[src/pkg/dch_pkg.sv]
// constants and types shared by the dram controller files
package dch_pkg;

   // ---------------------------------------------------------------
   // clock and timing
   // ---------------------------------------------------------------
   localparam int CLK_PERIOD_NS = 10;
   localparam int T_RCD_NS = 20;
   localparam int T_CAS_NS = 50;
   localparam int T_RP_NS = 60;
   localparam int T_CSR_NS = 10;
   localparam int T_RAS_REF_NS = 80;
   localparam int T_REFI_NS = 15600;
   localparam logic [7:0] T_RCD_CYC =
      8'((T_RCD_NS + CLK_PERIOD_NS - 1) / CLK_PERIOD_NS);
   localparam logic [7:0] T_CAS_CYC =
      8'((T_CAS_NS + CLK_PERIOD_NS - 1) / CLK_PERIOD_NS);
   localparam logic [7:0] T_RP_CYC =
      8'((T_RP_NS + CLK_PERIOD_NS - 1) / CLK_PERIOD_NS);
   localparam logic [7:0] T_CSR_CYC =
      8'((T_CSR_NS + CLK_PERIOD_NS - 1) / CLK_PERIOD_NS);
   localparam logic [7:0] T_RAS_REF_CYC =
      8'((T_RAS_REF_NS + CLK_PERIOD_NS - 1) / CLK_PERIOD_NS);
   localparam logic [10:0] T_REFI_CYC = 11'(T_REFI_NS / CLK_PERIOD_NS);

   // ---------------------------------------------------------------
   // configuration register layout
   // ---------------------------------------------------------------
   localparam int CFG_W = 16;
   localparam int CFG_PAGE_LSB = 0;
   localparam int CFG_ILV_BIT = 2;
   localparam logic [15:0] CFG_RESET = 16'h0000;
   localparam logic [1:0] PAGE_512 = 2'h0;
   localparam logic [1:0] PAGE_2K = 2'h3;

   // ---------------------------------------------------------------
   // address widths
   // ---------------------------------------------------------------
   localparam int ADDR_W = 26;
   localparam int DADDR_W = 11;
   localparam int BANKS = 4;
   localparam logic [1:0] BURST_LAST = 2'h3;

   typedef enum logic [2:0] {
      ST_IDLE = 3'h0,
      ST_RAS = 3'h1,
      ST_CAS = 3'h3,
      ST_ACK = 3'h2,
      ST_PAGE = 3'h6,
      ST_PRE = 3'h7,
      ST_REFC = 3'h5,
      ST_REFR = 3'h4
   } dch_state_t;

endpackage

[src/rtl/dch_addr_mux.sv]
// folds processor address into row, column and bank select
`timescale 1ns/1ps
module dch_addr_mux (
   // latched processor address
   input wire logic [dch_pkg::ADDR_W-1:0] addr,
   // configuration
   input wire logic [1:0] page_size_sel,
   input wire logic interleave,
   // dram address parts
   output logic [dch_pkg::DADDR_W-1:0] row,
   output logic [dch_pkg::DADDR_W-1:0] col,
   output logic [1:0] bank
);
   import dch_pkg::*;

   logic [3:0] width;
   logic [4:0] col_lsb;
   logic [4:0] row_lsb;
   logic [4:0] bank_lsb;
   logic [ADDR_W-1:0] col_sh;
   logic [ADDR_W-1:0] row_sh;
   logic [ADDR_W-1:0] bank_sh;

   always_comb begin
      // 9, 10 or 11 address bits per density class
      if (page_size_sel == PAGE_512) begin
         width = 4'h9;
      end else if (page_size_sel == PAGE_2K) begin
         width = 4'hb;
      end else begin
         width = 4'ha;
      end
      col_lsb = interleave ? 5'h03 : 5'h02;
      row_lsb = col_lsb + 5'(width);
      bank_lsb = row_lsb + 5'(width);
      col_sh = addr >> col_lsb;
      row_sh = addr >> row_lsb;
      bank_sh = addr >> bank_lsb;
      // interleaved pairs only use the upper select bit
      bank = interleave ? {bank_sh[0], 1'b0} : bank_sh[1:0];
   end

   // ---------------------------------------------------------------
   // mask unused upper address lines
   // ---------------------------------------------------------------
   for (genvar i = 0; i < DADDR_W; i++) begin : g_mask
      assign col[i] = (4'(i) < width) ? col_sh[i] : 1'b0;
      assign row[i] = (4'(i) < width) ? row_sh[i] : 1'b0;
   end

endmodule

[src/rtl/dch_refresh_timer.sv]
// interval timer that requests cas-before-ras refresh
`timescale 1ns/1ps
module dch_refresh_timer (
   // clock and reset
   input wire logic core_clk,
   input wire logic rst,
   input wire logic clk_en,
   // handshake with the sequencer
   input wire logic ref_done,
   output logic ref_req
);
   import dch_pkg::*;

   typedef struct packed {
      logic [10:0] cnt;
      logic req;
   } dch_ref_t;

   dch_ref_t s_q;
   dch_ref_t s_d;

   always_comb begin
      s_d = s_q;
      if (ref_done) begin
         s_d.req = 1'b0;
      end
      if (s_q.cnt == 11'h000) begin
         s_d.cnt = T_REFI_CYC - 11'h001;
         s_d.req = 1'b1;
      end else begin
         s_d.cnt = s_q.cnt - 11'h001;
      end
   end

   always_ff @(posedge core_clk or posedge rst) begin
      if (rst) begin
         s_q <= '0;
      end else if (clk_en) begin
         s_q <= s_d;
      end
   end

   assign ref_req = s_q.req;

endmodule

[src/rtl/dch_ctrl.sv]
// dram controller: bus capture, sequencer, refresh and data path
`timescale 1ns/1ps
//
// Notes on behaviour
// - address is latched internally while the address strobe is low
// - a transaction starts only when the address decoder selects dram
// - cycle type comes from read, write and burst lines
// - acknowledge and read capture return when the access is far enough
// - acknowledge and read capture are tri-state outputs
// - row setup/hold, ras-cas delay, column setup, we setup are sequenced
// - data path steers transceivers or bus exchangers
// - column field starts at the same address bit for every dram size
// - 256k parts use 9-bit row and column from the fixed bit fields
// - 1M parts use 10-bit row and column from the fixed bit fields
// - 4M parts use 11-bit row and column from the fixed bit fields
// - non-interleaved bank select is the two bits above the row field
// - bank select picks one ras, or a ras pair when interleaved
// - bank select three picks ras 3, or ras pair 3:2 when interleaved
// - one to four banks, non-interleaved or two-way interleaved
// - single, page-mode and four-word burst transfers are served
// - page comparator lets a same-row access skip the row strobe
// - refresh is cas-before-ras, paced by an internal timer
// - configuration is 16 bits, write-only, all fields updated per write
// - bits 1:0 select page size 512, 1K, 1K or 2K
// - bit 2 selects interleaved operation with bus exchangers
module dch_ctrl (
   // clock and reset
   input wire logic core_clk,
   input wire logic rst,
   input wire logic clk_en,
   // processor bus
   input wire logic [31:0] ad_in,
   input wire logic ale_n,
   input wire logic rd_n,
   input wire logic wr_n,
   input wire logic burst_hint_n,
   // address decoder
   input wire logic dram_sel,
   // configuration write port
   input wire logic cfg_wr,
   input wire logic [dch_pkg::CFG_W-1:0] cfg_wdata,
   // handshake to processor
   output logic ack_n_o,
   output logic ack_n_oe,
   output logic read_capture_enable_n_o,
   output logic read_capture_enable_n_oe,
   // dram control
   output logic [dch_pkg::DADDR_W-1:0] dram_addr,
   output logic [dch_pkg::BANKS-1:0] ras_n,
   output logic [dch_pkg::BANKS-1:0] cas_n,
   output logic we_n,
   // data path
   output logic dp_oe_n,
   output logic dp_to_cpu,
   output logic dp_lane,
   output logic dp_exchanger
);
   import dch_pkg::*;

   // ---------------------------------------------------------------
   // state
   // ---------------------------------------------------------------
   typedef struct packed {
      dch_state_t st;
      logic [7:0] cnt;
      logic [ADDR_W-1:0] addr;
      logic [CFG_W-1:0] cfg;
      logic is_wr;
      logic is_burst;
      logic done;
      logic [1:0] words;
      logic [DADDR_W-1:0] open_row;
      logic [1:0] open_bank;
      logic [DADDR_W-1:0] dram_addr;
      logic [BANKS-1:0] ras_n;
      logic [BANKS-1:0] cas_n;
      logic we_n;
      logic ack_n;
      logic rce_n;
      logic dp_oe_n;
      logic dp_to_cpu;
      logic dp_lane;
   } dch_ctrl_t;

   localparam dch_ctrl_t CTRL_RESET = '{
      st: ST_IDLE,
      cnt: 8'h00,
      addr: '0,
      cfg: CFG_RESET,
      is_wr: 1'b0,
      is_burst: 1'b0,
      done: 1'b0,
      words: 2'h0,
      open_row: '0,
      open_bank: 2'h0,
      dram_addr: '0,
      ras_n: 4'hf,
      cas_n: 4'hf,
      we_n: 1'b1,
      ack_n: 1'b1,
      rce_n: 1'b1,
      dp_oe_n: 1'b1,
      dp_to_cpu: 1'b0,
      dp_lane: 1'b0
   };

   dch_ctrl_t s_q;
   dch_ctrl_t s_d;

   // ---------------------------------------------------------------
   // ras decode per bank select
   // ---------------------------------------------------------------
   function automatic logic [BANKS-1:0] ras_mask(
      input logic [1:0] bank,
      input logic ilv
   );
      logic [BANKS-1:0] m;
      m = 4'h0;
      if (ilv) begin
         m = bank[1] ? 4'hc : 4'h3;
      end else begin
         m[bank] = 1'b1;
      end
      return m;
   endfunction

   // ---------------------------------------------------------------
   // address folding and refresh timer
   // ---------------------------------------------------------------
   logic [DADDR_W-1:0] row;
   logic [DADDR_W-1:0] col;
   logic [1:0] bank;
   logic ilv;
   logic ref_req;
   logic ref_done;

   assign ilv = s_q.cfg[CFG_ILV_BIT];

   dch_addr_mux u_mux (
      .addr(s_q.addr),
      .page_size_sel(s_q.cfg[CFG_PAGE_LSB +: 2]),
      .interleave(ilv),
      .row(row),
      .col(col),
      .bank(bank)
   );

   dch_refresh_timer u_ref (
      .core_clk(core_clk),
      .rst(rst),
      .clk_en(clk_en),
      .ref_done(ref_done),
      .ref_req(ref_req)
   );

   assign ref_done = (s_q.st == ST_REFR) && (s_q.cnt == 8'h00);

   // ---------------------------------------------------------------
   // request detection
   // ---------------------------------------------------------------
   logic strobe;
   logic req;
   logic page_hit;

   assign strobe = !rd_n || !wr_n;
   // only once the address phase is over and dram is decoded
   assign req = dram_sel && strobe && ale_n && !s_q.done;
   assign page_hit = (row == s_q.open_row) && (bank == s_q.open_bank);

   // ---------------------------------------------------------------
   // cycle type decode, shared by the idle and open-page paths
   // ---------------------------------------------------------------
   typedef struct packed {
      logic is_wr;
      logic is_burst;
      logic near;
   } dch_cyc_t;

   function automatic dch_cyc_t decode_cycle(
      input logic rd_l,
      input logic wr_l,
      input logic hint_l
   );
      dch_cyc_t c;
      c.is_wr = !wr_l;
      // hint line means burst on reads, same page on writes
      c.is_burst = !rd_l && !hint_l;
      c.near = !wr_l && !hint_l;
      return c;
   endfunction

   dch_cyc_t cyc;

   assign cyc = decode_cycle(rd_n, wr_n, burst_hint_n);

   // ---------------------------------------------------------------
   // sequencer
   // ---------------------------------------------------------------
   always_comb begin
      s_d = s_q;
      s_d.ack_n = 1'b1;
      s_d.rce_n = 1'b1;
      if (s_q.cnt != 8'h00) begin
         s_d.cnt = s_q.cnt - 8'h01;
      end
      if (!ale_n) begin
         s_d.addr = ad_in[ADDR_W-1:0];
      end
      if (cfg_wr) begin
         s_d.cfg = cfg_wdata;
      end
      if (!strobe) begin
         s_d.done = 1'b0;
      end
      unique case (s_q.st)
         ST_IDLE: begin
            s_d.ras_n = 4'hf;
            s_d.cas_n = 4'hf;
            s_d.dp_oe_n = 1'b1;
            if (ref_req) begin
               s_d.cas_n = 4'h0;
               s_d.we_n = 1'b1;
               s_d.cnt = T_CSR_CYC;
               s_d.st = ST_REFC;
            end else if (req) begin
               // row address goes out a cycle ahead of ras
               s_d.dram_addr = row;
               s_d.open_row = row;
               s_d.open_bank = bank;
               s_d.is_wr = cyc.is_wr;
               s_d.is_burst = cyc.is_burst;
               s_d.words = 2'h0;
               s_d.we_n = wr_n;
               s_d.cnt = T_RCD_CYC;
               s_d.st = ST_RAS;
            end
         end
         ST_RAS: begin
            s_d.ras_n = ~ras_mask(s_q.open_bank, ilv);
            if (s_q.cnt == 8'h00) begin
               s_d.cnt = T_CAS_CYC;
               s_d.st = ST_CAS;
            end
         end
         ST_CAS: begin
            // first cycle is column set-up, cas falls after it
            s_d.dram_addr = col;
            s_d.dp_oe_n = 1'b0;
            s_d.dp_to_cpu = !s_q.is_wr;
            s_d.dp_lane = s_q.addr[2];
            if (s_q.cnt != T_CAS_CYC) begin
               s_d.cas_n = 4'h0;
            end
            if (s_q.cnt == 8'h00) begin
               s_d.rce_n = s_q.is_wr;
               s_d.ack_n = s_q.is_burst && (s_q.words != BURST_LAST);
               s_d.st = ST_ACK;
            end
         end
         ST_ACK: begin
            s_d.cas_n = 4'hf;
            s_d.done = !s_q.is_burst || (s_q.words == BURST_LAST);
            if (s_q.is_burst && (s_q.words != BURST_LAST)) begin
               // next word of the quad, page stays open
               s_d.words = s_q.words + 2'h1;
               s_d.addr[3:2] = s_q.addr[3:2] + 2'h1;
               s_d.cnt = T_CAS_CYC;
               s_d.st = ST_CAS;
            end else if (s_q.is_burst) begin
               // close the row after a refill
               s_d.dp_oe_n = 1'b1;
               s_d.cnt = T_RP_CYC;
               s_d.st = ST_PRE;
            end else begin
               s_d.dp_oe_n = 1'b1;
               s_d.we_n = 1'b1;
               s_d.st = ST_PAGE;
            end
         end
         ST_PAGE: begin
            if (req && (page_hit || cyc.near)) begin
               s_d.is_wr = cyc.is_wr;
               s_d.is_burst = cyc.is_burst;
               s_d.words = 2'h0;
               s_d.we_n = wr_n;
               s_d.cnt = T_CAS_CYC;
               s_d.st = ST_CAS;
            end else if (req || ref_req) begin
               s_d.cnt = T_RP_CYC;
               s_d.st = ST_PRE;
            end
         end
         ST_PRE: begin
            s_d.ras_n = 4'hf;
            s_d.cas_n = 4'hf;
            s_d.we_n = 1'b1;
            s_d.dp_oe_n = 1'b1;
            if (s_q.cnt == 8'h00) begin
               s_d.st = ST_IDLE;
            end
         end
         ST_REFC: begin
            if (s_q.cnt == 8'h00) begin
               s_d.ras_n = 4'h0;
               s_d.cnt = T_RAS_REF_CYC;
               s_d.st = ST_REFR;
            end
         end
         ST_REFR: begin
            if (s_q.cnt == 8'h00) begin
               s_d.ras_n = 4'hf;
               s_d.cas_n = 4'hf;
               s_d.open_bank = 2'h0;
               s_d.cnt = T_RP_CYC;
               s_d.st = ST_PRE;
            end
         end
      endcase
   end

   always_ff @(posedge core_clk or posedge rst) begin
      if (rst) begin
         s_q <= CTRL_RESET;
      end else if (clk_en) begin
         s_q <= s_d;
      end
   end

   // ---------------------------------------------------------------
   // outputs
   // ---------------------------------------------------------------
   assign ack_n_o = s_q.ack_n;
   assign read_capture_enable_n_o = s_q.rce_n;
   // shared handshake lines, driven only while dram is addressed
   assign ack_n_oe = dram_sel && strobe;
   assign read_capture_enable_n_oe = dram_sel && strobe;
   assign dram_addr = s_q.dram_addr;
   assign ras_n = s_q.ras_n;
   assign cas_n = s_q.cas_n;
   assign we_n = s_q.we_n;
   assign dp_oe_n = s_q.dp_oe_n;
   assign dp_to_cpu = s_q.dp_to_cpu;
   assign dp_lane = s_q.dp_lane;
   assign dp_exchanger = ilv;

endmodule

[config.mk]
export PLATFORM = sky130hd
export DESIGN_NAME = dch_ctrl
export DESIGN_NICKNAME = d
export VERILOG_FILES = /design/src/pkg/dch_pkg.sv /design/src/rtl/dch_addr_mux.sv /design/src/rtl/dch_refresh_timer.sv /design/src/rtl/dch_ctrl.sv
export SDC_FILE = /design/constraint.sdc
export NUM_CORES = 1
export LEC_CHECK = 0
export BUFFER_PORTS_ARGS = -buffer_cell sky130_fd_sc_hd__buf_2
export CORE_MARGIN = 2
export CORE_UTILIZATION = 50
export DETAILED_ROUTE_END_ITERATION = 6
export MAX_ROUTING_LAYER = met4
export PLACE_DENSITY = 0.71
export SLEW_MARGIN = 20
export SYNTH_ARGS = -nofsm -noshare
export SYNTH_HDL_FRONTEND = slang
export SYNTH_SLANG_ARGS = --single-unit
[constraint.sdc]
create_clock -name core_clk -period 4.65 [get_ports core_clk]
set_input_delay 0.465 -clock core_clk [delete_from_list [all_inputs] [get_ports core_clk]]
set_output_delay 0.465 -clock core_clk [all_outputs]
set_load 0.01 [all_outputs]
==> impl_metrics.csv, run 1 <==
group,metric,value,unit
run_status,status,"finished clean",
routing,first_pass_iters,5,
floorplan,ios,85,
pwr,switchingPower,1.71,mW
global_route,grt_use_met1,31.9,%
clocking,post_cts_resized,0,
synthesis,synth_nets,718,
cells_and_area,final_layout_size_suffix_gt1_share,22.5,%
setup_path,required,4.89,ns
synthesis,synthCells,646,
clocking,clk_latency,0.35,ns
sta,hold_viol_final,0,
place,place.gp.congestion,0.965,
sta,fmax,230,MHz
global_route,grtUsageMet3,4.18,%
cells_and_area,diodes,0,
pwr,p_int,2.37,mW
synthesis,synth.top_cell.area_share,33.3,%
global_route,antenna_found_initial,0,
setup_path,cp_slowest_cell,"mux4_1",
synthesis,synth_area_leaders,"dfrtp_1, mux2_2, mux2i_1",
setup_path,cp_top_family,"multiplexers",
min_path,hold_class,"in -> async",
synthesis,syn_area_per_cell,9.42,sq um
synthesis,synthFlopType,"dfrtp_1",
routing,wl_per_cell,17.5,um
routing,drtIter0Drc,377,
pwr,power.share.clock,19.7,%
sta,setup_tns,0,ns
synthesis,synth_area_leader_cell,"dfrtp_1",
global_route,grt_pass1_wl,24.0,mm
setup_path,r2r-end,"s_q[38]",
clocking,cts.sinks,90,
place,post-place-ws,0.190,ns
pwr,ir_worst_vdd,0.218,mV
synthesis,ys_seq_area_share,37.2,%
cells_and_area,syn2layout_area_growth,9.68,%
global_route,met2_usage,36.7,%
setup_path,start_kind,"register",
setup_path,crit_path_end_kind,"register",
sta,slew_headroom,40.2,%
setup_path,r2r-start,"s_q[43]",
flow_run,cap_violations,0,
routing,num_vias,5007,
cells_and_area,fin_nets,748,
clocking,hold_buffers,0,
clocking,numCtsBuffers,9,
place,dp_hpwl,10.5,mm
clocking,clockBufferDepth,2,
synthesis,syn_area,6090,sq um
synthesis,synth_warnings,0,
global_route,gr-total-overflow,0,
pwr,powerDensity,610,nW/um^2
routing,routed_wirelength,14.5,mm
sta,tightest_slew,0.886,ns
pwr,sequentialPowerShare,33.7,%
clocking,clockRootBuffer,"clkbuf_16",
pwr,p_total,4.07,mW
pwr,p_leak,2.91,nW
setup_path,r2r_slack,0.31,ns
clocking,clk_pin_slew,0.07,ns
sta,finalCritPeriodShare,93.4,%
clocking,cts_tree,"yes",
clocking,cts_setup_buffers,0,
floorplan,core,12000,sq um
setup_path,cp_cell_sequence,"inv_1 > ha_1 > inv_1 > ha_1 > inv_1 > ha_1 > mux2i_1 > mux4_1 > xnor2_1 > a2111oi_4 > o211ai_2 > nor4_4 > o21ai_1 > mux2_2",
global_route,track_usage,23.9,%
routing,ant_nets,0,
routing,drc,0,
global_route,grt_pass1_vias,4754,
setup_path,cp-startpoint,"s_q[43]",
routing,routed_via_density,6.05,
synthesis,synth.distinct_cells,79,
global_route,grt_max_degree,49,
floorplan,die_area,13100,sq um
sta,worst_slack,0.307,ns
setup_path,crit_path_max_fanout,7,
sta,rsz0062_at_grt,"false",
setup_path,worst_path_largest_cell_delay,0.59,ns
clocking,h-tree-depth,3,
setup_path,cp.arrival,4.58,ns
sta,slew_violations,0,
setup_path,timing_worst_setup_path_type,"reg -> reg",
cells_and_area,fin_util,55.8,%
floorplan,rows,40,
global_route,grt_busiest_layer,"met2",
sta,skew,0.00678,ns
synthesis,synth_edf_count,0,
synthesis,async_flop_share,100,%
floorplan,die_w,114,um
pwr,combPwrFrac,46.6,%
place,portBuffers,63,
setup_path,path_buf_inv,3,
floorplan,die_h,114,um
floorplan,initial_core_util,50.9,%
setup_path,r2r_cells,14,
sta,period_minus_slack,4.34,ns
sta,setup-violations-final,0,
pwr,p_sw_share,41.9,%
synthesis,ys_seq_elements,90,
flip-flops by register name, indices dropped and copies added, names as in the netlist:
signal                   flops
we_n                         1
read_capture_enable_n_o      1
dp_to_cpu                    1
dp_oe_n                      1
ack_n_o                      1
u_ref.s_q                   11
u_ref.ref_req                1
dp_lane                      1
s_q                         55
dp_exchanger                 1
cas_n                        1
ras_n                        4
dram_addr                   11
per-layer routing:
metal	up-vias	wire length, um
met3	22	736
met2	150	6670
met1	2463	6720
met5	-	0
met4	0	346
li1	2372	-
final cells by class:
cell class	instances	area, sq um
clock buffers	9	225
flip-flops and latches	90	2260
fillers	1067	5290
repair buffers	74	398
well taps	147	184
inverters	23	87.6
multi-input cells	478	3420
clock inverters	7	101
cells in the final DEF, fill, tap and decap left out, drive strengths merged, types with 4 or more instances in the layout:
master	count
o21ai	57
nor2b	12
o22ai	5
and2	4
o22a	10
o31ai	4
a21oi	24
ha	15
or3	4
mux4	5
inv	23
nand4	4
dfrtp	81
mux2	39
xor2	6
nand2	73
nand2b	12
mux2i	38
buf	74
clkbuf	9
nor2	47
a21o	5
a21boi	4
xnor2	15
o211ai	8
dfstp	9
nor3	15
a31oi	4
nor4	7
nand3	5
a211oi	6
cells by family (layout without fill, tap and decap cells):
logic type | count (synthesis) | after routing | synth area share, %
fa+ha+maj | 15 | 15 | 3.08
buf+inv | 78 | 113 | 6.85
flops | 90 | 90 | 37.2
mux | 82 | 82 | 15.7
xor+xnor | 22 | 22 | 3.39
simple gates | 198 | 198 | 15.7
compound gates | 161 | 161 | 18.1
through the flow:
step           std cells  instance area, sq um  hold slack [ns]
6_report             828                  6680            0.267
5_1_grt              828                  6680            0.327
4_1_cts              828                  6670            0.278
3_5_place_dp         812                  6340            0.462
3_3_place_gp         812                  6340            0.454
2_1_floorplan        646                  6090            0.437
how the worst max path moves through the flow:
stage               endpoint  slack, ns  cells past startpoint
floorplan            s_q[41]       0.89                     15
global placement     s_q[41]       0.31                     14
detailed placement   s_q[38]       0.19                     14
CTS                  s_q[38]       0.17                     14
global route         s_q[38]      0.004                     15
finish               s_q[38]       0.31                     14
power groups by stage:
stage          Clock, mW  Combinational [mW]  Sequential (mW)
2_1_floorplan          0                1.62             1.24
3_3_place_gp           0                1.82             1.37
3_5_place_dp           0                1.87             1.38
4_1_cts            0.819                1.88             1.37
5_1_grt            0.848                2.10             1.42
6_report           0.802                1.90             1.37
synthesized netlist by cell type (3+ instances only):
library cell and n:
a21oi_1 24, mux4_2 3, a22oi_1 3, and2_1 4, ha_1 15, xnor2_1 15
nand2b_1 12, mux2i_1 37, nor4_1 6, o31ai_1 3, o21ai_0 55, xor2_1 6
nor2b_1 12, nand3_1 5, a41oi_1 3, o211ai_1 7, o31a_1 3, nand2_1 73
o2bb2ai_1 3, a21boi_0 4, a22o_1 3, mux2_2 38, buf_1 4, o22ai_1 4
dfstp_2 9, or3_1 4, clkbuf_1 20, buf_6 4, a31oi_1 4, a211oi_1 6
a21o_1 5, nor3_1 15, nor2_1 47, buf_4 20, dfrtp_1 81, buf_2 5
nand4_1 4, inv_1 22, o22a_1 10
No activity file was read; power rests on OpenSTA's default activity.
==> run 2: changes to the inputs <==
--- a/config.mk
+++ b/config.mk
@@ -5,6 +5,7 @@
 export SDC_FILE = /design/constraint.sdc
 export NUM_CORES = 1
 export LEC_CHECK = 0
+export ABC_AREA = 1
 export BUFFER_PORTS_ARGS = -buffer_cell sky130_fd_sc_hd__buf_2
 export CORE_MARGIN = 2
 export CORE_UTILIZATION = 50
==> run 2 against run 1 <==
The run now ends with DRC left. Clock-buffer cell count grew 1. Synthesized cell count rose by 24%. First-iteration DRC count is 8.8% higher. Cell count grew 19%. Flip-flop and latch count did not move. Hold slack improved by 0.029 ns. Total power shrank 5.8%. Sequential power shrank 7%. Clock power shrank 6.6%. Via count up 8.0%. Non-clock buffer count down 5. Routed wire length up 0.96%. Critical endpoint unchanged. Largest cell class unchanged.
==> impl_metrics.csv, run 2 <==
group,metric,value,unit
setup_path,r2r_slack,1.01,ns
place,place.gp.congestion,0.920,
pwr,p_leak,3.26,nW
synthesis,synth_edf_count,0,
setup_path,timing_worst_setup_path_type,"reg -> reg",
synthesis,synthCells,801,
global_route,grt_max_degree,54,
setup_path,crit_path_end_kind,"register",
floorplan,die_w,113,um
clocking,clockBufferDepth,2,
place,dp_hpwl,10.9,mm
routing,drc,5,
synthesis,synth_area_leader_cell,"dfrtp_1",
floorplan,core,11500,sq um
sta,fmax,274,MHz
pwr,sequentialPowerShare,33.4,%
synthesis,ys_seq_elements,90,
clocking,numCtsBuffers,9,
sta,finalCritPeriodShare,78.3,%
sta,rsz0062_at_grt,"false",
synthesis,synthFlopType,"dfrtp_1",
clocking,clockRootBuffer,"clkbuf_16",
routing,wl_met1,7.33,mm
cells_and_area,fin_cells,986,
floorplan,rows,39,
cells_and_area,diodes,0,
synthesis,synth_warnings,0,
clocking,cts_setup_buffers,0,
cells_and_area,design_area,6510,sq um
synthesis,ys_seq_area_share,38.0,%
place,place_inst,970,
floorplan,ios,85,
setup_path,start_kind,"register",
routing,drtIter0Drc,410,
setup_path,r2r-start,"s_q[43]",
setup_path,r2r-end,"s_q[38]",
pwr,p_sw_share,44.6,%
pwr,power.share.clock,19.5,%
synthesis,async_flop_share,100,%
synthesis,yosysMostFrequentCell,"nand2_1",
clocking,clk_pin_slew,0.07,ns
global_route,gr-total-overflow,0,
global_route,track_usage,25.2,%
sta,hold_ws,0.296,ns
routing,routed_wirelength,14.6,mm
sta,skew,0.00772,ns
cells_and_area,top_register,"s_q",
run_status,status,"complete, but fails checks",
synthesis,synthTopCellsByCount,"nand2_1, inv_1, nor2_1",
global_route,grt_pass1_wl,25.3,mm
clocking,clk_latency,0.35,ns
routing,ant_nets,0,
clocking,cts_tree,"yes",
routing,routed-wl-met2,6.34,mm
place,portBuffers,63,
routing,routed_via_density,5.49,
min_path,hold_class,"in -> async",
sta,setup-violations-final,0,
routing,highest_layer,"met4",
pwr,ir_worst_vdd,0.213,mV
routing,wl_met3,801,um
setup_path,required,4.88,ns
sta,slew_headroom,37.0,%
sta,slew_violations,0,
run_status,violations,"DRC",
routing,first_pass_iters,7,
cells_and_area,mostFrequentLayoutCell,"nand2_1",
synthesis,synth.distinct_cells,51,
clocking,h-tree-depth,3,
pwr,combPwrFrac,47.1,%
synthesis,synth.top_cell.area_share,34.1,%
synthesis,synth_area_leaders,"dfrtp_1, nand2_1, inv_1",
pwr,p_int,2.13,mW
sta,period_minus_slack,3.64,ns
flow_run,cap_violations,0,
clocking,post_cts_resized,0,
setup_path,crit_path_max_fanout,13,
clocking,cts.sinks,90,
synthesis,synth_nets,873,
cells_and_area,fin_nets,910,
cells_and_area,mostFrequentLayoutCells,"nand2_1, inv_1, nor2_1",
routing,num_vias,5409,
floorplan,die_h,113,um
synthesis,syn_area,5950,sq um
pwr,powerDensity,590,nW/um^2
pwr,p_total,3.84,mW
floorplan,initial_core_util,51.7,%
pwr,switchingPower,1.71,mW
sta,tightest_slew,0.944,ns
clocking,hold_buffers,0,
cells_and_area,largest_reg_flops,55,
routing,wl_per_cell,14.8,um
floorplan,die_area,12800,sq um
synthesis,syn_area_per_cell,7.43,sq um
global_route,antenna_found_initial,0,
place,post_dp_cell_area,6210,sq um
setup_path,r2r_cells,21,
setup_path,cp.arrival,3.87,ns
cells_and_area,syn2layout_area_growth,9.38,%
cells_and_area,fillerInstances,1101,
sta,setup_tns,0,ns
global_route,grt_pass1_vias,5109,
sta,hold_viol_final,0,
cells_and_area,final_layout_size_suffix_gt1_share,18.0,%
## run 2: changes by cell type after synthesis, sizes merged, moves of 10 or more
cell | previous run | this run
nor2b | 12 | 0
a21oi | 24 | 34
nand3 | 5 | 85
nand2 | 73 | 189
nand2b | 12 | 0
clkbuf | 21 | 10
inv | 22 | 108
mux2 | 39 | 11
mux2i | 38 | 0
xnor2 | 15 | 0
nor2 | 47 | 85
o22a | 10 | 0
## run 2: logic make-up (layout without fill, tap and decap cells)
kind of cell	after synthesis	count (layout)	share of synthesized area, %
compound gates	138	138	13.6
xor+xnor	7	7	1.03
fa+ha+maj	15	15	3.15
buf+inv	151	193	11.7
flops	90	90	38.0
mux	11	11	2.08
simple gates	389	389	30.4
## run 2: final cells by class
cell class,instances,area (sq um),share of cell area (%)
multi-input combinational,560,2990,46.0
sequential,90,2260,34.8
inverter,108,412,6.32
timing repair buffer,69,360,5.54
clock buffer,10,229,3.52
tap,143,179,2.75
clock inverter,6,73.8,1.13
## run 2: critical path, cell delays in order (launching register included)
cell	delay, ns
dfrtp_1	0.35
inv_1	0.06
ha_1	0.31
inv_1	0.10
ha_1	0.17
inv_1	0.08
ha_1	0.59
inv_2	0.23
nand3_1	0.16
nand3_1	0.16
nand2_1	0.16
nand2_1	0.06
a21oi_1	0.17
nand3_1	0.10
nor2_1	0.17
nand3_1	0.13
nand2_1	0.09
nand2_2	0.09
nand2_4	0.10
nand2_2	0.08
nand2_1	0.06
o21ai_1	0.06
## run 2: metal layers
layer | up-vias | GRT usage, %
li1 | 2692 | -
met1 | 2529 | 37.7
met2 | 179 | 35.7
met3 | 9 | 3.54
met4 | 0 | 7.24
met5 | - | -
## run 2: power by group through the flow
stage	logic [mW]	clock network, mW	registers (mW)
6_report	1.81	0.749	1.28
4_1_cts	1.79	0.768	1.28
2_1_floorplan	1.49	0	1.23
3_3_place_gp	1.74	0	1.28
3_5_place_dp	1.78	0	1.29
5_1_grt	2.07	0.800	1.32
## run 2: how the worst max path moves through the flow
| stage | start | end | cells after the start |
|---|---|---|---|
| floorplan | rst | dp_exchanger | 1 |
| detailed placement | s_q[43] | s_q[38] | 21 |
| CTS | s_q[43] | s_q[38] | 21 |
| global placement | s_q[43] | s_q[39] | 21 |
| finish | s_q[43] | s_q[38] | 21 |
| global route | s_q[44] | s_q[39] | 23 |
## run 2: per-stage QoR
stage / utilization, % / setup WS, ns
finish: 56.5 / 1.01
global route: 56.5 / 0.567
CTS: 56.5 / 1.01
detailed placement: 53.9 / 1.04
global placement: 53.9 / 1.11
floorplan: - / 1.86
==> run 3: changes to the inputs <==
--- a/config.mk
+++ b/config.mk
@@ -5,7 +5,7 @@
 export SDC_FILE = /design/constraint.sdc
 export NUM_CORES = 1
 export LEC_CHECK = 0
-export ABC_AREA = 1
+export ABC_AREA = 0
 export BUFFER_PORTS_ARGS = -buffer_cell sky130_fd_sc_hd__buf_2
 export CORE_MARGIN = 2
 export CORE_UTILIZATION = 50
==> constraint.sdc (replaced) <==
create_clock -name core_clk -period 3.6 [get_ports core_clk]
set_input_delay 0.36 -clock core_clk [delete_from_list [all_inputs] [get_ports core_clk]]
set_output_delay 0.36 -clock core_clk [all_outputs]
set_load 0.01 [all_outputs]
==> run 3 against run 2 <==
Non-clock buffer count is 54 higher. Cell count is 11% lower. Combinational power is 59% higher. Clock power is 23% higher. Flip-flop and latch count stayed put. Worst setup slack worse by 1.1 ns. Highest routed layer unchanged. First-iteration DRC count is 21% higher. Critical endpoint is now s_q[41]. The run ends with setup timing left.
==> impl_metrics.csv, run 3 (same netlist as run 1, synthesis figures left out) <==
group,metric,value,unit
cells_and_area,design_area,7130,sq um
floorplan,initial_core_util,50.9,%
global_route,track_usage,26.4,%
floorplan,ios,85,
sta,fmax,274,MHz
floorplan,rows,40,
routing,drtIter0Drc,496,
cells_and_area,top_register,"s_q",
sta,finalCritPeriodShare,101,%
pwr,p_int,3.23,mW
floorplan,die_area,13100,sq um
clocking,clk_pin_slew,0.07,ns
place,portBuffers,63,
routing,wl_met1,7.13,mm
setup_path,cp.arrival,3.89,ns
cells_and_area,fin_nets,797,
run_status,status,"complete, but fails checks",
routing,drc,0,
clocking,clk_latency,0.35,ns
routing,routed_via_density,5.90,
sta,setup-violations-final,6,
global_route,antenna_found_initial,0,
sta,setup_tns,-0.112,ns
pwr,p_leak,3.15,nW
place,dp_hpwl,11.5,mm
global_route,grt_pass1_vias,5141,
clocking,cts.sinks,90,
clocking,clockBufferDepth,2,
setup_path,start_kind,"register",
pwr,ir_worst_vdd,0.305,mV
sta,hold_viol_final,0,
pwr,p_sw_share,42.0,%
global_route,grt_pass1_wl,26.3,mm
pwr,combPwrFrac,51.7,%
clocking,clockRootBuffer,"clkbuf_16",
min_path,hold_class,"in -> async",
sta,slew_headroom,29.2,%
routing,ant_nets,0,
routing,routed-wl-met2,7.47,mm
routing,wl_met3,667,um
clocking,numCtsBuffers,9,
sta,hold_ws,0.107,ns
routing,wl_per_cell,17.8,um
setup_path,required,3.84,ns
pwr,power.share.clock,16.6,%
cells_and_area,fillerInstances,1046,
pwr,powerDensity,782,nW/um^2
sta,slew_violations,0,
setup_path,r2r_cells,17,
routing,first_pass_iters,6,
pwr,switchingPower,2.34,mW
sta,rsz0062_at_grt,"true",
global_route,grt_max_degree,43,
cells_and_area,mostFrequentLayoutCell,"dfrtp_1",
clocking,hold_buffers,0,
cells_and_area,syn2layout_area_growth,17.1,%
setup_path,crit_path_end_kind,"register",
cells_and_area,diodes,0,
sta,tightest_slew,1.05,ns
flow_run,cap_violations,0,
setup_path,crit_path_max_fanout,6,
place,post-place-ws,-0.262,ns
routing,num_vias,5173,
global_route,gr-total-overflow,0,
place,place.gp.congestion,0.939,
floorplan,core,12000,sq um
routing,routed_wirelength,15.6,mm
setup_path,timing_worst_setup_path_type,"reg -> reg",
clocking,cts_tree,"yes",
routing,highest_layer,"met4",
sta,skew,0.00629,ns
clocking,h-tree-depth,3,
floorplan,die_h,114,um
sta,worst_slack,-0.0436,ns
sta,period_minus_slack,3.64,ns
run_status,violations,"setup timing",
pwr,sequentialPowerShare,31.8,%
cells_and_area,mostFrequentLayoutCells,"dfrtp_1, nand2_1, buf_2",
cells_and_area,final_layout_size_suffix_gt1_share,29.7,%
floorplan,die_w,114,um
place,post_dp_cell_area,6710,sq um
cells_and_area,largest_reg_flops,55,
-- run 3: path summary, 6_finish.rpt --
| kind | startpoint | to | slack (ns) |
|---|---|---|---|
| worst max-delay path | s_q[44] | s_q[41] | -0.04 |
| min in group core_clk | ad_in[5] | s_q[64] | 0.23 |
| worst max register to register | s_q[44] | s_q[41] | -0.04 |
| worst min register to register | u_ref.s_q[3] | u_ref.s_q[3] | 0.47 |
| worst min-delay path | rst | s_q[31] | 0.11 |
| max in group asynchronous | rst | we_n | 2.67 |
-- run 3: critical path: stages, from the launching register on --
cell and delay (ns):
dfrtp_1 0.35, inv_1 0.05, ha_1 0.29, inv_2 0.08
ha_4 0.16, inv_6 0.05, ha_4 0.33, buf_8 0.14
buf_6 0.10, mux2i_1 0.06, mux4_2 0.52, xnor2_1 0.15
nor4_1 0.18, nand4_1 0.22, nor4_4 0.31, buf_6 0.17
o31ai_4 0.06, mux2_4 0.30
-- run 3: final cells by class --
| class | instances | area (sq um) | share of cell area, % |
|---|---|---|---|
| multi-input combinational | 478 | 3520 | 49.4 |
| sequential | 90 | 2260 | 31.8 |
| timing repair buffer | 123 | 781 | 11.0 |
| clock buffer | 10 | 239 | 3.35 |
| tap | 147 | 184 | 2.58 |
| inverter | 23 | 92.6 | 1.30 |
| clock inverter | 6 | 48.8 | 0.685 |
-- run 3: routing by layer --
layer | GRT usage [%] | vias to the layer above
li1 | - | 2479
met1 | 35.9 | 2519
met2 | 40.3 | 151
met3 | 3.55 | 24
met4 | 10.5 | 0
met5 | - | -
-- run 3: what timing repair did --
| action | in CTS | in global routing |
|---|---|---|
| gates resized for setup | 14 | 4 |
| cloned | 0 | 0 |
| endpoints found under the setup margin | 8 | 8 |
| setup buffers | 5 | 1 |
| pin swaps | 10 | 3 |
-- run 3: power groups by stage --
stage | Combinational [mW] | Clock [mW] | Sequential (mW)
after CTS | 2.83 | 0.945 | 1.76
after floorplan | 2.14 | 0 | 1.60
after global routing | 3.16 | 0.985 | 1.82
after detailed placement | 2.73 | 0 | 1.77
final | 2.88 | 0.923 | 1.77
after global placement | 2.66 | 0 | 1.75
-- run 3: metrics by stage --
step                      power [mW]  util [%]  cells
after CTS                       5.53      59.3    876
after global routing            5.97      59.6    877
final                           5.57      59.6    877
after global placement          4.41      56.1    855
after floorplan                 3.74         -    646
after detailed placement        4.51      56.1    855
